[src/design/dnc_params.svh]
// Register indices, field positions and reset values for the down-converter config block
`ifndef DNC_PARAMS_SVH
`define DNC_PARAMS_SVH
`define DNC_IDX_DECIM_CTRL   12'h330
`define DNC_IDX_INPUT_SEL    12'h331
`define DNC_IDX_OSC_CTRL     12'h334
`define DNC_IDX_CHAN_SEL     12'h314
`define DNC_IDX_STATUS       12'h3F0
`define DNC_RST_DECIM_CTRL   8'h00
`define DNC_RST_INPUT_SEL    8'h05
`define DNC_RST_OSC_CTRL     8'h00
`define DNC_RST_CHAN_SEL     8'h00
`define DNC_BIT_C2R          3
`define DNC_BIT_QSRC         2
`define DNC_BIT_ISRC         0
`define DNC_PRIMARY_EXT      3'h7
`define DNC_INPUT_SEL_MASK   8'hF5
`endif

[src/design/dnc_pkg.sv]
// Types shared by the down-converter config block
package dnc_pkg;
  // Index source modes
  typedef enum logic [3:0] {
    DNC_MODE_REG  = 4'h0,
    DNC_MODE_B0A0 = 4'h1,
    DNC_MODE_B1A1 = 4'h2,
    DNC_MODE_A1A0 = 4'h3,
    DNC_MODE_B1B0 = 4'h4,
    DNC_MODE_MIXA = 4'h5,
    DNC_MODE_MIXB = 4'h6,
    DNC_MODE_EA0  = 4'h8,
    DNC_MODE_EA1  = 4'h9,
    DNC_MODE_EB0  = 4'hA
  } dnc_mode_e;
  // Filter stages enabled in the chain
  typedef struct packed {
    logic fifth_band_stage;
    logic third_band_stage_two;
    logic third_band_stage_one;
    logic half_band_stage_four;
    logic half_band_stage_three;
    logic half_band_stage_two;
    logic half_band_stage_one;
  } dnc_chain_s;
  // Decoded decimation setting
  typedef struct packed {
    dnc_chain_s chain;
    logic [5:0] factor;
    logic       bad;
  } dnc_decim_s;
endpackage : dnc_pkg

[src/design/dnc_top.sv]
// Second down-converter decimation, input select and oscillator index selection
`timescale 1ns/10ps
`include "dnc_params.svh"

// Behaviour
// - Extended code 0: third-band two plus half-bands four..one, by 48 or 24.
// - Extended code 2: fifth-band plus half-band one, by 10 or 5.
// - Extended code 3: fifth-band, half-bands two and one, by 20 or 10.
// - Extended code 4: fifth-band, half-bands three..one, by 40 or 20.
// - Extended code 7: third-band one alone, by 3; real output unsupported.
// - Extended code 8: fifth-band plus third-band one, by 15; real unsupported.
// - Extended code 9: half-band two, fifth, third-band one, by 30; real unsupported.
// - Mode 0 takes the index from the channel select register field.
// - Modes 1 and 2: zeros, pin B then pin A, bit0 or bit1 pins.
// - Mode 3 uses A bit1,A bit0; mode 4 uses B bit1,B bit0, zero-extended.
// - Mode 5 interleaves all four pins as b1,a1,b0,a0; mode 6 takes them in order b1,b0,a1,a0.
// - Modes 8,9,10 count rising edges of A bit0, A bit1, B bit0.
// - Edge counter wraps to zero after reaching the programmed limit.
// - Extended code applies only when the primary select is 7.
// - Real-output enable halves the decimation factor and gives I only.
module dnc_top (
  input  wire logic               clock,
  input  wire logic               arst_n,
  input  wire logic [11:0]        address,
  input  wire logic               read,
  input  wire logic               write,
  input  wire logic [3:0]         byteenable,
  input  wire logic [31:0]        writedata,
  output logic      [31:0]        readdata,
  output logic                    waitrequest,
  input  wire logic               select_pin_a_bit0,
  input  wire logic               select_pin_a_bit1,
  input  wire logic               select_pin_b_bit0,
  input  wire logic               select_pin_b_bit1,
  output logic      [3:0]         active_channel,
  output dnc_pkg::dnc_decim_s     decim_cfg,
  output logic                    real_output,
  output logic                    quad_path_source,
  output logic                    inphase_path_source
);

  // ****************************************
  // Decimation decode
  // ****************************************

  function automatic dnc_pkg::dnc_decim_s decode(input logic [2:0] prim, input logic [3:0] ext,
                                                 input logic c2r);
    dnc_pkg::dnc_decim_s d;
    logic [5:0]          cx;
    d  = '0;
    cx = 6'h00;
    unique case (prim)
      3'h0: begin d.chain = 7'h03; cx = 6'h04; end
      3'h1: begin d.chain = 7'h07; cx = 6'h08; end
      3'h2: begin d.chain = 7'h0F; cx = 6'h10; end
      3'h3: begin d.chain = 7'h01; cx = 6'h02; end
      3'h4: begin d.chain = 7'h21; cx = 6'h06; end
      3'h5: begin d.chain = 7'h23; cx = 6'h0C; end
      3'h6: begin d.chain = 7'h27; cx = 6'h18; end
      3'h7:
      begin
        unique case (ext)
          4'h0: begin d.chain = 7'h2F; cx = 6'h30; end
          4'h2: begin d.chain = 7'h41; cx = 6'h0A; end
          4'h3: begin d.chain = 7'h43; cx = 6'h14; end
          4'h4: begin d.chain = 7'h47; cx = 6'h28; end
          4'h7: begin d.chain = 7'h10; cx = 6'h03; d.bad = c2r; end
          4'h8: begin d.chain = 7'h50; cx = 6'h0F; d.bad = c2r; end
          4'h9: begin d.chain = 7'h52; cx = 6'h1E; d.bad = c2r; end
          default: d.bad = 1'b1;
        endcase
      end
    endcase
    d.factor = (c2r && !d.bad) ? (cx >> 1) : (d.bad ? 6'h00 : cx);
    if (d.bad)
    begin
      d.chain = '0;
    end
    return d;
  endfunction : decode

  // ****************************************
  // Register bus
  // ****************************************

  logic [7:0] decim_control;
  logic [7:0] converter_input_select;
  logic [7:0] nco_channel_control;
  logic [7:0] chan_select;
  logic       ack;
  logic [7:0] next_decim_control;
  logic [7:0] next_input_select;
  logic [7:0] next_osc_control;
  logic [7:0] next_chan_select;
  logic       next_ack;
  logic [31:0] next_readdata;
  logic       wr_go;
  logic       osc_wr;
  logic [11:0] idx;
  logic [3:0] count;

  assign idx         = {2'b00, address[11:2]};
  assign waitrequest = (read | write) & ~ack;
  assign wr_go       = write & ack & byteenable[0];
  assign osc_wr      = wr_go && (idx == `DNC_IDX_OSC_CTRL);

  // Each access waits one cycle so read data comes from a flop
  always_comb
  begin
    next_ack           = (read | write) & ~ack;
    next_decim_control = decim_control;
    next_input_select  = converter_input_select;
    next_osc_control   = nco_channel_control;
    next_chan_select   = chan_select;
    next_readdata      = readdata;
    if (wr_go)
    begin
      unique case (idx)
        `DNC_IDX_DECIM_CTRL: next_decim_control = writedata[7:0];
        `DNC_IDX_INPUT_SEL:  next_input_select  = writedata[7:0] & `DNC_INPUT_SEL_MASK;
        `DNC_IDX_OSC_CTRL:   next_osc_control   = writedata[7:0];
        `DNC_IDX_CHAN_SEL:   next_chan_select   = {4'h0, writedata[3:0]};
        default: ;
      endcase
    end
    if (read && !ack)
    begin
      unique case (idx)
        `DNC_IDX_DECIM_CTRL: next_readdata = {24'h0, decim_control};
        `DNC_IDX_INPUT_SEL:  next_readdata = {24'h0, converter_input_select};
        `DNC_IDX_OSC_CTRL:   next_readdata = {24'h0, nco_channel_control};
        `DNC_IDX_CHAN_SEL:   next_readdata = {24'h0, chan_select};
        `DNC_IDX_STATUS:     next_readdata = {10'h000, decim_cfg, count, active_channel};
        default:             next_readdata = 32'h0; // Unmapped reads as zero
      endcase
    end
  end

  always_ff @(posedge clock or negedge arst_n)
  begin
    if (!arst_n)
    begin
      ack                    <= 1'b0;
      decim_control          <= `DNC_RST_DECIM_CTRL;
      converter_input_select <= `DNC_RST_INPUT_SEL;
      nco_channel_control    <= `DNC_RST_OSC_CTRL;
      chan_select            <= `DNC_RST_CHAN_SEL;
      readdata               <= 32'h0;
    end
    else
    begin
      ack                    <= next_ack;
      decim_control          <= next_decim_control;
      converter_input_select <= next_input_select;
      nco_channel_control    <= next_osc_control;
      chan_select            <= next_chan_select;
      readdata               <= next_readdata;
    end
  end

  // ****************************************
  // Pin synchroniser
  // ****************************************

  logic [3:0] s1;
  logic [3:0] s2;
  logic [3:0] s3;
  logic [3:0] pins;
  logic [3:0] next_pins;

  // level accepted only when stages two and three agree
  always_comb
  begin
    next_pins = pins;
    for (int i = 0; i < 4; i++)
    begin
      if (s2[i] == s3[i])
      begin
        next_pins[i] = s3[i];
      end
    end
  end

  // Bit order: {b1, b0, a1, a0}
  always_ff @(posedge clock or negedge arst_n)
  begin
    if (!arst_n)
    begin
      s1   <= 4'h0;
      s2   <= 4'h0;
      s3   <= 4'h0;
      pins <= 4'h0;
    end
    else
    begin
      s1   <= {select_pin_b_bit1, select_pin_b_bit0, select_pin_a_bit1, select_pin_a_bit0};
      s2   <= s1;
      s3   <= s2;
      pins <= next_pins;
    end
  end

  // ****************************************
  // Index selection and edge counter
  // ****************************************

  dnc_pkg::dnc_mode_e  mode;
  dnc_pkg::dnc_decim_s next_decim;
  logic [3:0] limit;
  logic       edge_hit;
  logic [3:0] next_count;
  logic [3:0] next_chan;

  assign mode  = dnc_pkg::dnc_mode_e'(nco_channel_control[7:4]);
  assign limit = nco_channel_control[3:0];

  // Counter clear beats a coincident edge, the mode is being changed anyway
  always_comb
  begin
    edge_hit   = 1'b0;
    next_count = count;
    next_chan  = 4'h0;
    unique case (mode)
      dnc_pkg::DNC_MODE_REG:  next_chan = chan_select[3:0];
      dnc_pkg::DNC_MODE_B0A0: next_chan = {2'b00, pins[2], pins[0]};
      dnc_pkg::DNC_MODE_B1A1: next_chan = {2'b00, pins[3], pins[1]};
      dnc_pkg::DNC_MODE_A1A0: next_chan = {2'b00, pins[1], pins[0]};
      dnc_pkg::DNC_MODE_B1B0: next_chan = {2'b00, pins[3], pins[2]};
      dnc_pkg::DNC_MODE_MIXA: next_chan = {pins[3], pins[1], pins[2], pins[0]};
      dnc_pkg::DNC_MODE_MIXB: next_chan = pins;
      dnc_pkg::DNC_MODE_EA0:  begin edge_hit = next_pins[0] & ~pins[0]; next_chan = count; end
      dnc_pkg::DNC_MODE_EA1:  begin edge_hit = next_pins[1] & ~pins[1]; next_chan = count; end
      dnc_pkg::DNC_MODE_EB0:  begin edge_hit = next_pins[2] & ~pins[2]; next_chan = count; end
      default:                next_chan = 4'h0; // Unused codes park on channel 0
    endcase
    if (edge_hit)
    begin
      next_count = (count >= limit) ? 4'h0 : count + 4'h1;
    end
    if (osc_wr)
    begin
      next_count = 4'h0;
    end
    next_decim = decode(decim_control[2:0], converter_input_select[7:4],
                        decim_control[`DNC_BIT_C2R]);
  end

  always_ff @(posedge clock or negedge arst_n)
  begin
    if (!arst_n)
    begin
      count               <= 4'h0;
      active_channel      <= 4'h0;
      decim_cfg           <= '0;
      real_output         <= 1'b0;
      quad_path_source    <= 1'b1;
      inphase_path_source <= 1'b1;
    end
    else
    begin
      count               <= next_count;
      active_channel      <= next_chan;
      decim_cfg           <= next_decim;
      real_output         <= decim_control[`DNC_BIT_C2R];
      quad_path_source    <= converter_input_select[`DNC_BIT_QSRC];
      inphase_path_source <= converter_input_select[`DNC_BIT_ISRC];
    end
  end

  // ****************************************
  // Assertions
  // ****************************************

  property p_ext0;
    @(posedge clock) disable iff (!arst_n)
    (decim_control[2:0] == 3'h7 && converter_input_select[7:4] == 4'h0 && !decim_control[3])
    |=> (decim_cfg.factor == 6'h30 && decim_cfg.chain == 7'h2F);
  endproperty
  a_ext0: assert property (p_ext0) else $error("ext code 0 wrong");

  property p_ext2;
    @(posedge clock) disable iff (!arst_n)
    (decim_control[2:0] == 3'h7 && converter_input_select[7:4] == 4'h2 && decim_control[3])
    |=> (decim_cfg.factor == 6'h05 && decim_cfg.chain.fifth_band_stage && decim_cfg.chain.half_band_stage_one);
  endproperty
  a_ext2: assert property (p_ext2) else $error("ext code 2 real wrong");

  property p_ext7;
    @(posedge clock) disable iff (!arst_n)
    (decim_control[2:0] == 3'h7 && converter_input_select[7:4] == 4'h7)
    |=> (decim_cfg.bad == $past(decim_control[3]));
  endproperty
  a_ext7: assert property (p_ext7) else $error("ext code 7 support wrong");

  property p_prim;
    @(posedge clock) disable iff (!arst_n)
    (decim_control[2:0] == 3'h0) |=> (decim_cfg.factor == (decim_control[3] ? 6'h02 : 6'h04));
  endproperty
  a_prim: assert property (p_prim) else $error("primary select ignored");

  property p_qsrc;
    @(posedge clock) disable iff (!arst_n)
    1'b1 |=> quad_path_source == $past(converter_input_select[2]);
  endproperty
  a_qsrc: assert property (p_qsrc) else $error("q source mismatch");

  property p_mode0;
    @(posedge clock) disable iff (!arst_n)
    (mode == dnc_pkg::DNC_MODE_REG) |=> active_channel == $past(chan_select[3:0]);
  endproperty
  a_mode0: assert property (p_mode0) else $error("mode 0 index wrong");

  property p_mode5;
    @(posedge clock) disable iff (!arst_n)
    (mode == dnc_pkg::DNC_MODE_MIXA) |=> active_channel == {$past(pins[3]), $past(pins[1]),
                                                            $past(pins[2]), $past(pins[0])};
  endproperty
  a_mode5: assert property (p_mode5) else $error("mode 5 order wrong");

  property p_wrap;
    @(posedge clock) disable iff (!arst_n)
    (edge_hit && !osc_wr && count == limit) |=> count == 4'h0;
  endproperty
  a_wrap: assert property (p_wrap) else $error("counter did not wrap");

  property p_clr;
    @(posedge clock) disable iff (!arst_n)
    osc_wr |=> count == 4'h0;
  endproperty
  a_clr: assert property (p_clr) else $error("counter not cleared");

  property p_once;
    @(posedge clock) disable iff (!arst_n)
    (!edge_hit && !osc_wr) |=> $stable(count);
  endproperty
  a_once: assert property (p_once) else $error("count moved without edge");

  c_wrap: cover property (@(posedge clock) edge_hit && count == limit);
  c_ext9: cover property (@(posedge clock) decim_cfg.factor == 6'h1E);
  c_mode6: cover property (@(posedge clock) mode == dnc_pkg::DNC_MODE_MIXB && pins == 4'hF);

endmodule : dnc_top

[config.mk]
export PLATFORM = sky130hd
export DESIGN_NAME = dnc_top
export DESIGN_NICKNAME = d
export VERILOG_FILES = /design/src/design/dnc_pkg.sv /design/src/design/dnc_top.sv
export VERILOG_INCLUDE_DIRS = /design/src /design/src/design
export SDC_FILE = /design/constraint.sdc
export NUM_CORES = 1
export LEC_CHECK = 0
export BUFFER_PORTS_ARGS = -buffer_cell sky130_fd_sc_hd__buf_2
export CORE_MARGIN = 3
export CORE_UTILIZATION = 45
export DETAILED_ROUTE_END_ITERATION = 6
export GPL_ROUTABILITY_DRIVEN = 0
export PLACE_DENSITY = 0.78
export SLEW_MARGIN = 10
export SYNTH_ARGS = -nofsm -noshare
export SYNTH_HDL_FRONTEND = slang
export SYNTH_SLANG_ARGS = --single-unit
[constraint.sdc]
create_clock -name clock -period 2.2 [get_ports clock]
set_input_delay 0.55 -clock clock [delete_from_list [all_inputs] [get_ports clock]]
set_output_delay 0.55 -clock clock [all_outputs]
set_load 0.05 [all_outputs]
==> qor.csv <==
metric;value;unit
mean area per synthesized cell;10.9;um^2
synthesized flop and latch total;90;
Vias;3302;
global-route wire length before repair;15600;um
fmax;517;MHz
crit path max fanout;11;
share of layout cells above drive strength 1;0.262;
PD cells;629;nW/um^2
CTS Hold Bufs;0;
Layout Nets;523;
first-pass iteration count of the detailed router;5;
Global Route Usage Sum;0.194;
Hold Crit Class;input pin to async pin;
clock skew;0.0112;ns
ys async rst share;1.00;
Residual DRC;0;
Post-CTS Resized;0;
I/O Buffers;70;
ranking of synthesized cells by area;dfrtp_1, a22o_1, mux2_1, nand2_1, mux2i_1;
commonest non-fill, non-tap cell in the layout;dfrtp_1;
wire per inst;17.2;um
H-tree levels;3;
final hold slack;0.0632;ns
register area share after synthesis;0.536;
clk sink count;90;
Synth cell types;61;
area grow syn2layout;17.0;%
period utilization;0.879;
Final setup viols;0;
ys flop type;dfrtp_1;
capturing element type of the critical path;flop;
RSZ-0062 raised after global routing;no;
Setup CP Type;flop to flop;
antenna violations before repair;1;
top-area cell type share of the netlist area;0.511;
# Max-Cap Violations;0;
antenna-violating nets left;0;
vias in the first global route;3127;
area leader, netlist;dfrtp_1;
pin count of the biggest net entering global routing;45;
Worst Path Required;2.50;ns
Critical Path Start Type;flop;
Inserted Clock Buffers;9;
number of synthesized flops with an enable pin;0;
die width;103;um
CTS tree;done;
CP arrival;2.23;ns
post-layout util;0.554;
Clock Path Buffers;2;
Hold Violations, Final;0;
die area;10600;um^2
initial core utilization;0.474;
Pleak;2.41;nW
Setup TNS;0;ns
Final min period;1.93;ns
hpwl dp;7430;um
clock slew seen by the registers of the worst setup and hold paths;0.10;ns
Peak VDD IR;0.302;mV
First DRT Iteration DRCs;193;
Mapped Cells;386;
postcts setup bufs;0;
Overflow after GRT;0;
yosys warns;0;
Worst-Skew Late Latency;0.37;ns
Cell Area, Synth;4210;um^2
CTS root buffer;clkbuf_8;
status;completed;
core region area;8890;um^2
Die Y-Extent;103;um
total routed wirelength;9850;um
filler instances;735;
IO Pins;110;
most frequent cells in the layout;dfrtp_1, buf_2, nand2_1;
via/cell ratio;5.75;
antenna diode count;0;
Final Slew Violations;0;
# rows;34;
## synthesized netlist by cell type, types with 5 or more instances
| cell type | number |
|---|---|
| nand2_1 | 39 |
| nor2b_1 | 7 |
| ha_1 | 5 |
| a21oi_1 | 12 |
| o21ai_0 | 13 |
| mux2_1 | 14 |
| clkbuf_1 | 20 |
| a22o_1 | 23 |
| o22ai_1 | 8 |
| mux2i_1 | 12 |
| buf_4 | 10 |
| dfrtp_1 | 86 |
| o21ai_1 | 10 |
| inv_1 | 10 |
| nor3_1 | 10 |
| nand3_1 | 7 |
| buf_2 | 6 |
| a32oi_1 | 5 |
| nor2_1 | 17 |
## sequential cells by signal (all words and copies together), names as in the netlist
| name | flops |
|---|---|
| readdata | 22 |
| decim_cfg | 14 |
| decim_control | 8 |
| nco_channel_control | 8 |
| converter_input_select | 6 |
| active_channel | 4 |
| chan_select | 4 |
| count | 4 |
| pins | 4 |
| s1 | 4 |
| s2 | 4 |
| s3 | 4 |
| ack | 1 |
| inphase_path_source | 1 |
| quad_path_source | 1 |
| real_output | 1 |
## power by group
group | internal [mW] | switching [mW] | leakage, nW
logic | 0.0689 | 0.179 | 1.17
registers | 1.68 | 0.0268 | 1.14
clock network | 0.533 | 0.610 | 0.0967
## per-layer routing
| metal | share of wire | wire length, um | vias to the layer above | track usage |
|---|---|---|---|---|
| met1 | 0.44 | 4320 | 1616 | 0.255 |
| met5 | 0.0013 | 13 | - | 0 |
| met3 | 0.076 | 748 | 19 | 0.0663 |
| met4 | 0.019 | 190 | 2 | 0.0687 |
| met2 | 0.46 | 4570 | 132 | 0.301 |
| li1 | - | - | 1533 | - |
## area by class of cell
cell class | instances | area, um^2 | share of cell area
tap | 108 | 135 | 0.0274
clock inverter | 6 | 72.6 | 0.0147
multi-input combinational | 259 | 1770 | 0.360
sequential | 90 | 2260 | 0.458
clock buffer | 9 | 124 | 0.0251
inverter | 10 | 37.5 | 0.00761
timing repair buffer | 92 | 531 | 0.108
## critical path, cell delays in order, from the launching register on
cell,delay [ns]
dfrtp_1,0.55
mux2_1,0.37
o21bai_1,0.27
nand2_1,0.22
a311o_1,0.37
o21ai_1,0.08
## worst paths after layout
kind | start | endpoint | slack [ns] | depth (start not counted)
max | converter_input_select[5]$_DFFE_PN0P_ | decim_cfg[4]$_DFF_PN0_ | 0.27 | 5
min | arst_n | s1[0]$_DFF_PN0_ | 0.06 | 1
max reg2reg | converter_input_select[5]$_DFFE_PN0P_ | decim_cfg[4]$_DFF_PN0_ | 0.27 | 5
min reg2reg | s1[2]$_DFF_PN0_ | s2[2]$_DFF_PN0_ | 0.36 | 0
max in group asynchronous | arst_n | quad_path_source$_DFF_PN1_ | 1.44 | 2
min in group clock | select_pin_a_bit0 | s1[0]$_DFF_PN0_ | 0.28 | 1
## metrics by stage
| stage | instance area [um^2] | setup slack [ns] | power [mW] | instances |
|---|---|---|---|---|
| after floorplan | 4250 | 0.184 | 1.89 | 395 |
| after global placement | 4730 | 0.0246 | 1.98 | 559 |
| after detailed placement | 4730 | -0.00210 | 1.99 | 559 |
| after CTS | 4930 | 0.286 | 3.13 | 574 |
| after global routing | 4930 | 0.153 | 3.21 | 574 |
| final | 4930 | 0.266 | 3.10 | 574 |
## logic make-up (layout without fill, tap and decap cells)
kind of cell,Yosys count,after routing,share of synthesized area
compound gates,100,100,0.168
xor+xnor,4,4,0.00832
fa+ha+maj,7,7,0.0196
buf+inv,46,117,0.0517
flops,90,90,0.536
mux,30,30,0.0802
other cells,1,10,0.000890
simple gates,108,108,0.136
No activity file was read; power rests on OpenSTA's default activity.
